==> config.mk <==
export PLATFORM = sky130hd
export DESIGN_NAME = omd_operand_decode
export DESIGN_NICKNAME = d
export VERILOG_FILES = /design/src/hw/omd_pkg.sv /design/src/hw/omd_flag_merge.sv /design/src/hw/omd_addr_add.sv /design/src/hw/omd_operand_decode.sv
export VERILOG_INCLUDE_DIRS = /design/src /design/src/hw
export SDC_FILE = /design/constraint.sdc
export NUM_CORES = 1
export LEC_CHECK = 0
export BUFFER_PORTS_ARGS = -buffer_cell sky130_fd_sc_hd__buf_2
export CORE_MARGIN = 1.5
export CORE_UTILIZATION = 45
export DETAILED_ROUTE_END_ITERATION = 10
export MAX_ROUTING_LAYER = met4
export PLACE_DENSITY_LB_ADDON = 0.12
export SYNTH_ARGS = -nofsm -noshare
export SYNTH_HDL_FRONTEND = slang
export SYNTH_SLANG_ARGS = --single-unit
==> constraint.sdc <==
create_clock -name mclk_i -period 3 [get_ports mclk_i]
set_clock_uncertainty 0.2 [all_clocks]
set_input_delay 0.45 -clock mclk_i [delete_from_list [all_inputs] [get_ports mclk_i]]
set_output_delay 0.45 -clock mclk_i [all_outputs]
set_load 0.02 [all_outputs]
==> src/hw/omd_params.svh <==
// omd_params.svh: offsets, field positions, reset values and ranges
// assumes: included by bare name from the omd design files
// Functional notes
// - flags bit 0 picks set-1 register bank
// - bank-0 op clears, bank-1 op sets flag
// - each flag follows its per-instruction effect class
// - working register 0-15 via pointer, bit 0-7
// - bit-0 operand touches only bit 0
// - general register 0-255 or working 0-15
// - working pair only even 0 to 14
// - register pair: working pair or even 0-254
// - call vector even 0-254, target fetched there
// - indirect through working or full register contents
// - indirect working pair: even pair only
// - indexed register: base plus working register
// - short index: signed 8-bit offset plus pair
// - long index: 16-bit offset plus pair
// - direct mode carries full 16-bit address
// - relative: signed offset plus next address
// - immediate byte literal 0-255
// - immediate word literal 0-65535
// - eight-bit flags; writes dropped when flags updated
`ifndef OMD_PARAMS_SVH
`define OMD_PARAMS_SVH

`define OMD_FLAGS_ADDR  8'hD5
`define OMD_FLAGS_RST   8'h00
`define OMD_FLAGS_W     8
`define OMD_BANK_BIT    0
`define OMD_FIS_BIT     1
`define OMD_HALF_BIT    2
`define OMD_DEC_BIT     3
`define OMD_OVF_BIT     4
`define OMD_SIGN_BIT    5
`define OMD_ZERO_BIT    6
`define OMD_CARRY_BIT   7
`define OMD_WREG_W      4
`define OMD_BIT_W       3
`define OMD_ADDR_W      8
`define OMD_WORD_W      16
`define OMD_PAIR_LSB    0

`endif

==> src/hw/omd_pkg.sv <==
// omd_pkg: operand mode and flag effect class types
// assumes: nothing
package omd_pkg;

  typedef enum logic [4:0] {
    OMD_WREG, OMD_WREG_BIT, OMD_WREG_BIT0, OMD_GREG, OMD_GREG_BIT,
    OMD_WPAIR, OMD_RPAIR, OMD_CALL_VEC, OMD_IND_WREG, OMD_IND_GREG,
    OMD_IND_WPAIR, OMD_IND_RPAIR, OMD_INDEX_REG, OMD_SHORT_IDX,
    OMD_LONG_IDX, OMD_DIRECT, OMD_RELATIVE, OMD_IMM_BYTE, OMD_IMM_WORD
  } omd_mode_t;

  typedef enum logic [2:0] {
    OMD_FC_ZERO, OMD_FC_ONE, OMD_FC_CALC, OMD_FC_KEEP, OMD_FC_UNDEF
  } omd_fclass_t;

endpackage : omd_pkg

==> src/hw/omd_flag_merge.sv <==
// omd_flag_merge: per-bit flag result from effect class
// assumes: classes and computed values valid with the update strobe
`timescale 1ns/10ps
`default_nettype none
module omd_flag_merge #(
  parameter int N = 8
) (
  // inputs
  input  wire logic [N-1:0]        prev_i,
  input  wire logic [N-1:0]        calc_i,
  input  wire omd_pkg::omd_fclass_t cls_i [N],
  // result
  output logic      [N-1:0]        next_o
);

  for (genvar g = 0; g < N; g++) begin : g_bit
    always_comb begin
      unique case (cls_i[g])
        omd_pkg::OMD_FC_ZERO: next_o[g] = 1'b0;
        omd_pkg::OMD_FC_ONE:  next_o[g] = 1'b1;
        omd_pkg::OMD_FC_CALC: next_o[g] = calc_i[g];
        default:              next_o[g] = prev_i[g];
      endcase
    end
  end

endmodule : omd_flag_merge
`default_nettype wire

==> src/hw/omd_addr_add.sv <==
// omd_addr_add: address adder with optional 8-bit sign extension
// assumes: purely combinational, wraps at 16 bits
`timescale 1ns/10ps
`default_nettype none
module omd_addr_add #(
  parameter int W = 16
) (
  // operands
  input  wire logic [W-1:0] base_i,
  input  wire logic [W-1:0] offs_i,
  input  wire logic         sext8_i,
  // sum
  output logic      [W-1:0] sum_o
);

  logic [W-1:0] offs_x;

  always_comb begin
    if (sext8_i) begin
      offs_x = {{(W-8){offs_i[7]}}, offs_i[7:0]};
    end else begin
      offs_x = offs_i;
    end
    sum_o = base_i + offs_x;
  end

endmodule : omd_addr_add
`default_nettype wire

==> src/hw/omd_operand_decode.sv <==
// omd_operand_decode: operand mode resolver and flags register
// assumes: one request per cycle, fields and contents stable with it
`timescale 1ns/10ps
`default_nettype none
`include "omd_params.svh"
module omd_operand_decode (
  // clock and reset
  input  wire logic                  mclk_i,
  input  wire logic                  rst_n_i,
  // operand request
  input  wire logic                  dec_valid_i,
  input  wire omd_pkg::omd_mode_t    mode_i,
  input  wire logic [3:0]            wreg_i,
  input  wire logic [2:0]            bit_i,
  input  wire logic [7:0]            reg_addr_i,
  input  wire logic                  use_wreg_i,
  input  wire logic [15:0]           field_i,
  // operand contents and core state
  input  wire logic [7:0]            rp_base_i,
  input  wire logic [7:0]            reg_data_i,
  input  wire logic [15:0]           pair_data_i,
  input  wire logic [15:0]           next_pc_i,
  // flag control
  input  wire logic                  sel_lower_i,
  input  wire logic                  sel_upper_i,
  input  wire logic                  flag_upd_i,
  input  wire logic [7:0]            flag_calc_i,
  input  wire omd_pkg::omd_fclass_t  flag_cls_i [8],
  // register file write port
  input  wire logic                  rf_wr_i,
  input  wire logic [7:0]            rf_waddr_i,
  input  wire logic [7:0]            rf_wdata_i,
  // decode result
  output logic                       res_valid_o,
  output logic                       res_illegal_o,
  output logic                       reg_acc_o,
  output logic [7:0]                 reg_addr_o,
  output logic [7:0]                 bit_mask_o,
  output logic                       mem_acc_o,
  output logic [15:0]                mem_addr_o,
  output logic                       vec_fetch_o,
  output logic                       pc_load_o,
  output logic [15:0]                target_o,
  output logic                       imm_valid_o,
  output logic [15:0]                operand_o,
  // status
  output logic [7:0]                 flags_o,
  output logic                       bank_sel_o
);

  ////////////////////////////////////////////////////////////////////
  // reset release

  logic rst_s1_q;
  logic rst_s2_q;

  always_ff @(posedge mclk_i or negedge rst_n_i) begin
    if (!rst_n_i) begin
      rst_s1_q <= 1'b0;
      rst_s2_q <= 1'b0;
    end else begin
      rst_s1_q <= 1'b1;
      rst_s2_q <= rst_s1_q;
    end
  end

  logic rst_n;
  assign rst_n = rst_s2_q;

  ////////////////////////////////////////////////////////////////////
  // flags register

  logic [7:0] flags_q;
  logic [7:0] flags_d;
  logic [7:0] flags_merged;
  logic       flags_hit;

  omd_flag_merge #(
    .N      (`OMD_FLAGS_W)
  ) u_merge (
    .prev_i (flags_q),
    .calc_i (flag_calc_i),
    .cls_i  (flag_cls_i),
    .next_o (flags_merged)
  );

  assign flags_hit = rf_wr_i && (rf_waddr_i == `OMD_FLAGS_ADDR);

  always_comb begin
    flags_d = flags_q;
    if (flag_upd_i) begin
      flags_d = flags_merged;
    end else if (flags_hit) begin
      flags_d = rf_wdata_i;
    end
    if (sel_lower_i) begin
      flags_d[`OMD_BANK_BIT] = 1'b0;
    end else if (sel_upper_i) begin
      flags_d[`OMD_BANK_BIT] = 1'b1;
    end
  end

  always_ff @(posedge mclk_i or negedge rst_n) begin
    if (!rst_n) begin
      flags_q <= `OMD_FLAGS_RST;
    end else begin
      flags_q <= flags_d;
    end
  end

  always_ff @(posedge mclk_i or negedge rst_n) begin
    if (!rst_n) begin
      flags_o    <= `OMD_FLAGS_RST;
      bank_sel_o <= 1'b0;
    end else begin
      flags_o    <= flags_d;
      bank_sel_o <= flags_d[`OMD_BANK_BIT];
    end
  end

  ////////////////////////////////////////////////////////////////////
  // address helpers

  logic [7:0]  wreg_addr;
  logic [7:0]  wpair_addr;
  logic        wpair_odd;
  logic        rpair_odd;
  logic [15:0] add_base;
  logic [15:0] add_offs;
  logic        add_sext;
  logic [15:0] add_sum;

  assign wreg_addr  = {rp_base_i[7:4], wreg_i};
  assign wpair_addr = {rp_base_i[7:4], wreg_i};
  assign wpair_odd  = wreg_i[`OMD_PAIR_LSB];
  assign rpair_odd  = reg_addr_i[`OMD_PAIR_LSB];

  always_comb begin
    add_base = pair_data_i;
    add_offs = field_i;
    add_sext = 1'b0;
    unique case (mode_i)
      omd_pkg::OMD_INDEX_REG: begin
        add_base = {8'h00, reg_addr_i};
        add_offs = {8'h00, reg_data_i};
      end
      omd_pkg::OMD_SHORT_IDX: begin
        add_sext = 1'b1;
      end
      omd_pkg::OMD_RELATIVE: begin
        add_base = next_pc_i;
        add_sext = 1'b1;
      end
      default: begin
        add_sext = 1'b0;
      end
    endcase
  end

  omd_addr_add #(
    .W       (`OMD_WORD_W)
  ) u_add (
    .base_i  (add_base),
    .offs_i  (add_offs),
    .sext8_i (add_sext),
    .sum_o   (add_sum)
  );

  ////////////////////////////////////////////////////////////////////
  // mode decode

  logic        ill_d;
  logic        racc_d;
  logic [7:0]  raddr_d;
  logic [7:0]  mask_d;
  logic        macc_d;
  logic [15:0] maddr_d;
  logic        vec_d;
  logic        pcl_d;
  logic [15:0] tgt_d;
  logic        immv_d;
  logic [15:0] opnd_d;
  logic [7:0]  greg_addr;

  assign greg_addr = use_wreg_i ? wreg_addr : reg_addr_i;

  always_comb begin
    ill_d   = 1'b0;
    racc_d  = 1'b0;
    raddr_d = 8'h00;
    mask_d  = 8'hFF;
    macc_d  = 1'b0;
    maddr_d = 16'h0000;
    vec_d   = 1'b0;
    pcl_d   = 1'b0;
    tgt_d   = 16'h0000;
    immv_d  = 1'b0;
    opnd_d  = 16'h0000;
    unique case (mode_i)
      omd_pkg::OMD_WREG: begin
        racc_d  = 1'b1;
        raddr_d = wreg_addr;
      end
      omd_pkg::OMD_WREG_BIT: begin
        racc_d  = 1'b1;
        raddr_d = wreg_addr;
        mask_d  = 8'h01 << bit_i;
      end
      omd_pkg::OMD_WREG_BIT0: begin
        racc_d  = 1'b1;
        raddr_d = wreg_addr;
        mask_d  = 8'h01;
      end
      omd_pkg::OMD_GREG: begin
        racc_d  = 1'b1;
        raddr_d = greg_addr;
      end
      omd_pkg::OMD_GREG_BIT: begin
        racc_d  = 1'b1;
        raddr_d = greg_addr;
        mask_d  = 8'h01 << bit_i;
      end
      omd_pkg::OMD_WPAIR: begin
        ill_d   = wpair_odd;
        racc_d  = !wpair_odd;
        raddr_d = wpair_addr;
      end
      omd_pkg::OMD_RPAIR: begin
        if (use_wreg_i) begin
          ill_d   = wpair_odd;
          raddr_d = wpair_addr;
        end else begin
          ill_d   = rpair_odd;
          raddr_d = reg_addr_i;
        end
        racc_d = !ill_d;
      end
      omd_pkg::OMD_CALL_VEC: begin
        ill_d   = rpair_odd;
        macc_d  = !rpair_odd;
        vec_d   = !rpair_odd;
        maddr_d = {8'h00, reg_addr_i};
      end
      omd_pkg::OMD_IND_WREG: begin
        racc_d  = 1'b1;
        raddr_d = reg_data_i;
      end
      omd_pkg::OMD_IND_GREG: begin
        racc_d  = 1'b1;
        raddr_d = reg_data_i;
      end
      omd_pkg::OMD_IND_WPAIR: begin
        ill_d   = wpair_odd;
        macc_d  = !wpair_odd;
        maddr_d = pair_data_i;
      end
      omd_pkg::OMD_IND_RPAIR: begin
        ill_d   = use_wreg_i ? wpair_odd : rpair_odd;
        macc_d  = !ill_d;
        maddr_d = pair_data_i;
      end
      omd_pkg::OMD_INDEX_REG: begin
        racc_d  = 1'b1;
        raddr_d = add_sum[7:0];
      end
      omd_pkg::OMD_SHORT_IDX: begin
        ill_d   = wpair_odd;
        macc_d  = !wpair_odd;
        maddr_d = add_sum;
      end
      omd_pkg::OMD_LONG_IDX: begin
        ill_d   = wpair_odd;
        macc_d  = !wpair_odd;
        maddr_d = add_sum;
      end
      omd_pkg::OMD_DIRECT: begin
        pcl_d = 1'b1;
        tgt_d = field_i;
      end
      omd_pkg::OMD_RELATIVE: begin
        pcl_d = 1'b1;
        tgt_d = add_sum;
      end
      omd_pkg::OMD_IMM_BYTE: begin
        immv_d = 1'b1;
        opnd_d = {8'h00, field_i[7:0]};
      end
      omd_pkg::OMD_IMM_WORD: begin
        immv_d = 1'b1;
        opnd_d = field_i;
      end
      default: begin
        ill_d = 1'b1;
      end
    endcase
  end

  ////////////////////////////////////////////////////////////////////
  // result registers

  always_ff @(posedge mclk_i or negedge rst_n) begin
    if (!rst_n) begin
      res_valid_o   <= 1'b0;
      res_illegal_o <= 1'b0;
    end else begin
      res_valid_o   <= dec_valid_i;
      res_illegal_o <= dec_valid_i && ill_d;
    end
  end

  always_ff @(posedge mclk_i or negedge rst_n) begin
    if (!rst_n) begin
      reg_acc_o   <= 1'b0;
      mem_acc_o   <= 1'b0;
      vec_fetch_o <= 1'b0;
      pc_load_o   <= 1'b0;
      imm_valid_o <= 1'b0;
    end else begin
      reg_acc_o   <= dec_valid_i && racc_d;
      mem_acc_o   <= dec_valid_i && macc_d;
      vec_fetch_o <= dec_valid_i && vec_d;
      pc_load_o   <= dec_valid_i && pcl_d;
      imm_valid_o <= dec_valid_i && immv_d;
    end
  end

  always_ff @(posedge mclk_i or negedge rst_n) begin
    if (!rst_n) begin
      reg_addr_o <= 8'h00;
      bit_mask_o <= 8'h00;
      mem_addr_o <= 16'h0000;
      target_o   <= 16'h0000;
      operand_o  <= 16'h0000;
    end else if (dec_valid_i) begin
      reg_addr_o <= raddr_d;
      bit_mask_o <= mask_d;
      mem_addr_o <= maddr_d;
      target_o   <= tgt_d;
      operand_o  <= opnd_d;
    end
  end

endmodule : omd_operand_decode
`default_nettype wire

; ---- After elaboration in Yosys (flattened, before gate mapping)
; Cells that the tools add are included.
[classes]
n_addsub = 1
eq_ne = 43
shift = 1
n_mux = 30
reduce_logical = 43
[op_table]
columns = operator, n
row1 = $pmux W16 S2, 3
row2 = $pmux W16 S3, 1
row3 = $eq A5 B4 Y1 const B, 8
row4 = $mux W16, 2
row5 = $pmux W8 S4, 1
row6 = $pmux W1 S3, 10
row7 = $ne A4 B1 Y1 const B, 7
row8 = $eq A3 B1 Y1 const B, 8
row9 = $eq A3 B2 Y1 const B, 8
row10 = $logic_not A3 Y1, 8
row11 = $mux W8, 3
row12 = $eq A5 B3 Y1 const B, 4
row13 = $add A16 B16 Y16, 1
row14 = $pmux W8 S2, 1
row15 = $reduce_and A2 Y1, 8
row16 = $eq A5 B5 Y1 const B, 3
row17 = $reduce_or A2 Y1, 7
row18 = $reduce_or A12 Y1, 1
row19 = $eq A5 B2 Y1 const B, 2
row20 = $eq A8 B8 Y1 const B, 1
row21 = $mux W1, 8
row22 = $reduce_or A4 Y1, 2
row23 = $reduce_or A8 Y1, 1
row24 = $shl A1 B3 Y8 const A, 1
row25 = other kinds (9), 19
[word_totals]
reg_bits = 81
wordCells = 140

; ---- Longest topological paths before layout
[logic_depth]
depth_word = 6
ltp_mapped = 18
ltp_nobuf = 15

; ---- Cells and area by module
; Synthesis repeated with hierarchy kept, for this count alone.
[unflattened]
cells_unflattened = 570
area_unflattened_um2 = 5373.9
[modules_own_cells]
columns = mod, n_inst, cells_each, area_each_um2
row1 = omd_operand_decode, 1, 429, 4326.6
row2 = omd_addr_add, 1, 109, 797.0
row3 = omd_flag_merge, 1, 32, 250.2

; ---- Worst setup path before layout
; No wires, ideal clock.
[synth_timing]
path_kind = input -> register
from = input mode_i[0]
to = register target_o[12]
setup_time_ns = 0.065
arrival_time_ns = 3.540
t_required_ns = 2.735
setup_slack_ns = -0.805
path_stages = 17
path_buffers = 4
cell_sequence = buf_2 nor4_4 buf_2 buf_1 a22oi_1 nand2_1 ha_1 inv_1 fa_1 nor2b_1 o21a_1 o211ai_1 and3b_1 clkbuf_1 a2111oi_0 a41o_1 o22a_1
[synth_between]
elab_chain_cells = 6
word_cells_on_any_way = 11
[synth_rtl]
columns = element, line_no
row1 = from (decl), omd_operand_decode.sv:12  ; input wire omd_pkg::omd_mode_t mode_i,
row2 = $eq A5 B5 Y1 or $eq A5 B4 Y1 (tied branches), "omd_operand_decode.sv:142, omd_operand_decode.sv:199"
row3 = $reduce_or A2 Y1 (no source line), n/a
row4 = $mux W1, omd_operand_decode.sv:142  ; unique case (mode_i)
row5 = $mux W16, omd_addr_add.sv:19  ; if (sext8_i) begin
row6 = $add A16 B16 Y16, omd_addr_add.sv:24  ; sum_o = base_i + offs_x;
row7 = $pmux W16 S2 *, omd_operand_decode.sv:199  ; unique case (mode_i)
row8 = to (signal assigned), omd_operand_decode.sv:338  ; target_o <= tgt_d;
row9 = to (decl), omd_operand_decode.sv:43  ; output logic [15:0] target_o,
; Every way passes the cells marked *; elsewhere a longest branch is shown, timed or not.
; A chain may end at the register's enable or synchronous reset.

; ---- Worst setup path after layout
[layout_timing]
from = input mode_i[4]
to = register mem_addr_o[5]
[layout_between]
elab_chain_cells = 5
word_cells_on_any_way = 14
[layout_rtl]
columns = element, line_no
row1 = $eq A5 B4 Y1, omd_operand_decode.sv:142
row2 = $mux W16, omd_operand_decode.sv:142
row3 = $mux W16, omd_addr_add.sv:19
row4 = $add A16 B16 Y16, omd_addr_add.sv:24
row5 = $pmux W16 S3 *, omd_operand_decode.sv:199
row6 = to (signal assigned), omd_operand_decode.sv:337  ; mem_addr_o <= maddr_d;
row7 = to (decl), omd_operand_decode.sv:40  ; output logic [15:0] mem_addr_o,
; Marked as above.

==> metrics.cfg <==
[synthesis]
synthXorXnorAreaFrac_pct=1.86
synth_area_mm2=0.00518
syn_inst=585
async_flop_share_pct=100
synth_compound_area_share_pct=29.5
synth_cell_types=69
synth_top_family_by_area=compound AO/OA/AOI/OAI gates
ys_ff_latch=81
netlist.area_leader.share_pct=39.1
synthAdderAreaFrac_pct=4.01
synth_mux_area_share_pct=1.21
ys_warn_count=0
syn_nets=741
synth_flop_cell=dfrtp_1
ys_seq_area_share_pct=39.1
synth_area_leaders=dfrtp_1 39%, nand2_1 5.1%, a21oi_1 4.7%
synthSimpleGateAreaFrac_pct=20.2
synth_edf_count=0
syn_avg_cell_area_um2=8.85
yosysTopAreaCell=dfrtp_1

[placed_design]
port_buffers=215
placed_cell_area_mm2=0.00691
gp_congestion=0.960
dpl.hpwl_mm=14.2
place_inst=984

[clocking]
h-tree-depth=3
clock_sinks=81
cts-root-buf=clkbuf_16
clkTransAtPathRegs_ns=0.06
ctsLongestPathBuffers=2
worstSkewPairLatency_ns=0.35
cts_buffers=9
cts_tree=done

[power_and_ir_drop]
pwr-share-seq_pct=33.9
swShare_pct=30.5
power.density_mw_per_mm2=452
net-switching-power_uw=1080
clockPowerShare_pct=36.3
leakage_uw=0.00399
ir_drop_mv=0.384
combinationalPowerShare_pct=29.8
cell_internal_pwr_uw=2470

[sta]
hold_viol_final=0
postLayoutSetupSlackWorst_ns=-0.311
slew_viol_final=0
slew_headroom_pct=30.5
setup_tns_ns=-3.45
finalCritPeriodShare_pct=110
layout_min_cycle_time_ns=3.31
finalSetupViolCount=23
fmaxAchievable_mhz=302
worst_slew_pin_slew_ns=1.04
rsz0062_at_grt=yes

[min_path]
hold_start=sel_lower_i
min_path_type=input port to flip-flop
holdPathStages=2
hold_end=flags_o[0]

[final_layout]
stdcell_count=1028
layout_common_cells=211 x buf_2, 98 x buf_4, 80 x dfrtp_1
postLayoutCellArea_mm2=0.00788
fillerInstances=897
layout_commonest_cell=buf_2
areaGrowthSynthToFinish_pct=52.2
diodes=0
drive_gt1_share_pct=45.7
layout.nets=1039

[die]
start_util_pct=46.9
die_y_um=110
coreArea_mm2=0.0110
ios=220
fp.dieArea_mm2=0.0122
placementRows=38
die_x_um=110

[drt]
via_per_inst=5.91
first_pass_iters=8
drc=0
routed_wl_mm=19.5
num_vias=6079
drtIter0Drc=459
ant_nets=0
routedWlPerCell_um=18.9

[grt]
grt_max_degree=80
grt_pass1_vias=5935
globalRouteOverflowTotal=0
grt_usage_pct=32.9
antenna_found_initial=0
grt_pass1_wl_mm=29.5

[run_status]
outcome=finished with violations
violations=negative setup slack

[setup_path]
critical_path_class=input port to flip-flop
crit_path_end_kind=flip-flop
r2r_slack_ns=1.62
worstReg2RegEnd=pc_load_o
startpoint_type=input port
r2r_cells=0
required_ns=3.04
reg2reg_from=rst_n
path_max_fanout=4
cp.arrival_ns=3.35

[flow_run]
drv_cap=0

[sequential cells by signal, indices dropped and copies added, names as in the netlist]
name	count
vec_fetch_o	1
res_valid_o	1
mem_acc_o	1
reg_addr_o	8
imm_valid_o	1
target_o	16
rst_n	1
flags_o	8
pc_load_o	1
bit_mask_o	8
reg_acc_o	1
operand_o	16
res_illegal_o	1
mem_addr_o	16
rst_s1_q	1
[cells in the mapped netlist, types with 3 or more instances]
cell type   n
o31ai_1     3
nand2b_1    4
buf_4       3
xor2_1      5
o21a_1      4
nor2_1     62
ha_1       15
nand3_1    22
nand3b_1    6
o21ai_1     4
a21oi_1    49
dfrtp_1    81
a22o_1     24
inv_1      11
nor2b_1     4
a22oi_1     7
buf_2       6
a21o_1     16
a221oi_1   14
o21ai_0    17
a222oi_1   12
clkbuf_1   25
o211ai_1   12
nand4_1     3
nand4b_1    3
and3_1     13
a211oi_1    3
xnor2_1     6
o2bb2ai_1  11
mux2i_1     4
a31oi_1     3
a211o_1     9
nor3_1      6
nand2_1    71
[power groups by stage]
stage	registers, uW	logic [uW]	clock network (uW)
5_1_grt	1220	1140	1360
4_1_cts	1210	994	1300
3_5_place_dp	1230	905	0
3_3_place_gp	1220	892	0
2_1_floorplan	1290	408	0
6_report	1210	1060	1290
[how the worst max path moves through the flow]
stage	start	to	slack, ns	cells after the start
final	mode_i[4]	mem_addr_o[5]	-0.31	17
after global routing	mode_i[4]	mem_addr_o[15]	-0.44	16
after CTS	mode_i[0]	mem_addr_o[6]	-0.19	15
after detailed placement	mode_i[0]	mem_addr_o[6]	-0.74	17
after global placement	mode_i[0]	mem_addr_o[6]	-0.65	17
after floorplan	mode_i[0]	target_o[12]	-0.51	17
[area by class of cell]
class,count,area (um2),area share [%]
multi-input cells,456,3290,41.7
flip-flops and latches,81,2030,25.8
repair buffers,324,2000,25.4
clock buffers,11,243,3.08
well taps,140,175,2.22
clock inverters,5,103,1.30
inverters,11,41.3,0.524
[critical path: stages]
cell       delay, ns
buf_8           0.10
nand2b_4        0.15
nor3_4          0.21
nor2_2          0.08
and2_1          0.16
a221o_1         0.29
buf_4           0.15
buf_6           0.11
ha_4            0.22
a21o_1          0.18
nand4_1         0.15
buf_4           0.16
nand2_4         0.04
xor2_2          0.15
a222oi_1        0.48
buf_4           0.20
o2bb2ai_2       0.05
[metrics by stage]
| stage | total power (uW) | utilization (%) | setup WS, ns | hold WS, ns |
|---|---|---|---|---|
| floorplan | 1700 | - | -0.514 | -0.0456 |
| global placement | 2120 | 62.6 | -0.653 | 0.0339 |
| detailed placement | 2130 | 62.6 | -0.739 | 0.0354 |
| CTS | 3510 | 69.7 | -0.193 | 0.0471 |
| global route | 3720 | 71.5 | -0.436 | 0.0433 |
| finish | 3560 | 71.5 | -0.311 | 0.0518 |
[cell families after synthesis]
logic type | after synthesis
buffers and inverters | 48
flip-flops | 81
other | 1
adder cells (fa/ha/maj) | 16
XOR/XNOR | 11
multiplexers | 6
AO/OA/AOI/OAI | 209
AND/OR/NAND/NOR | 213
[per-layer routing]
layer	track usage, %	routed length [um]	vias to the layer above
li1	-	-	2795
met1	40.7	7990	2898
met2	52.7	9250	342
met3	6.53	1590	44
met4	13.9	620	0
met5	-	0	-
[timing repair]
action                                 4_1_cts  5_1_grt
setup endpoints to repair                   25       29
buffers inserted                            21       10
pin swaps                                   29       38
hold buffers                                 1        0
endpoints found under the hold margin        2        0
cloned                                       1        1
gates resized for setup                     49       37
Power figures use the tool's default switching activity.
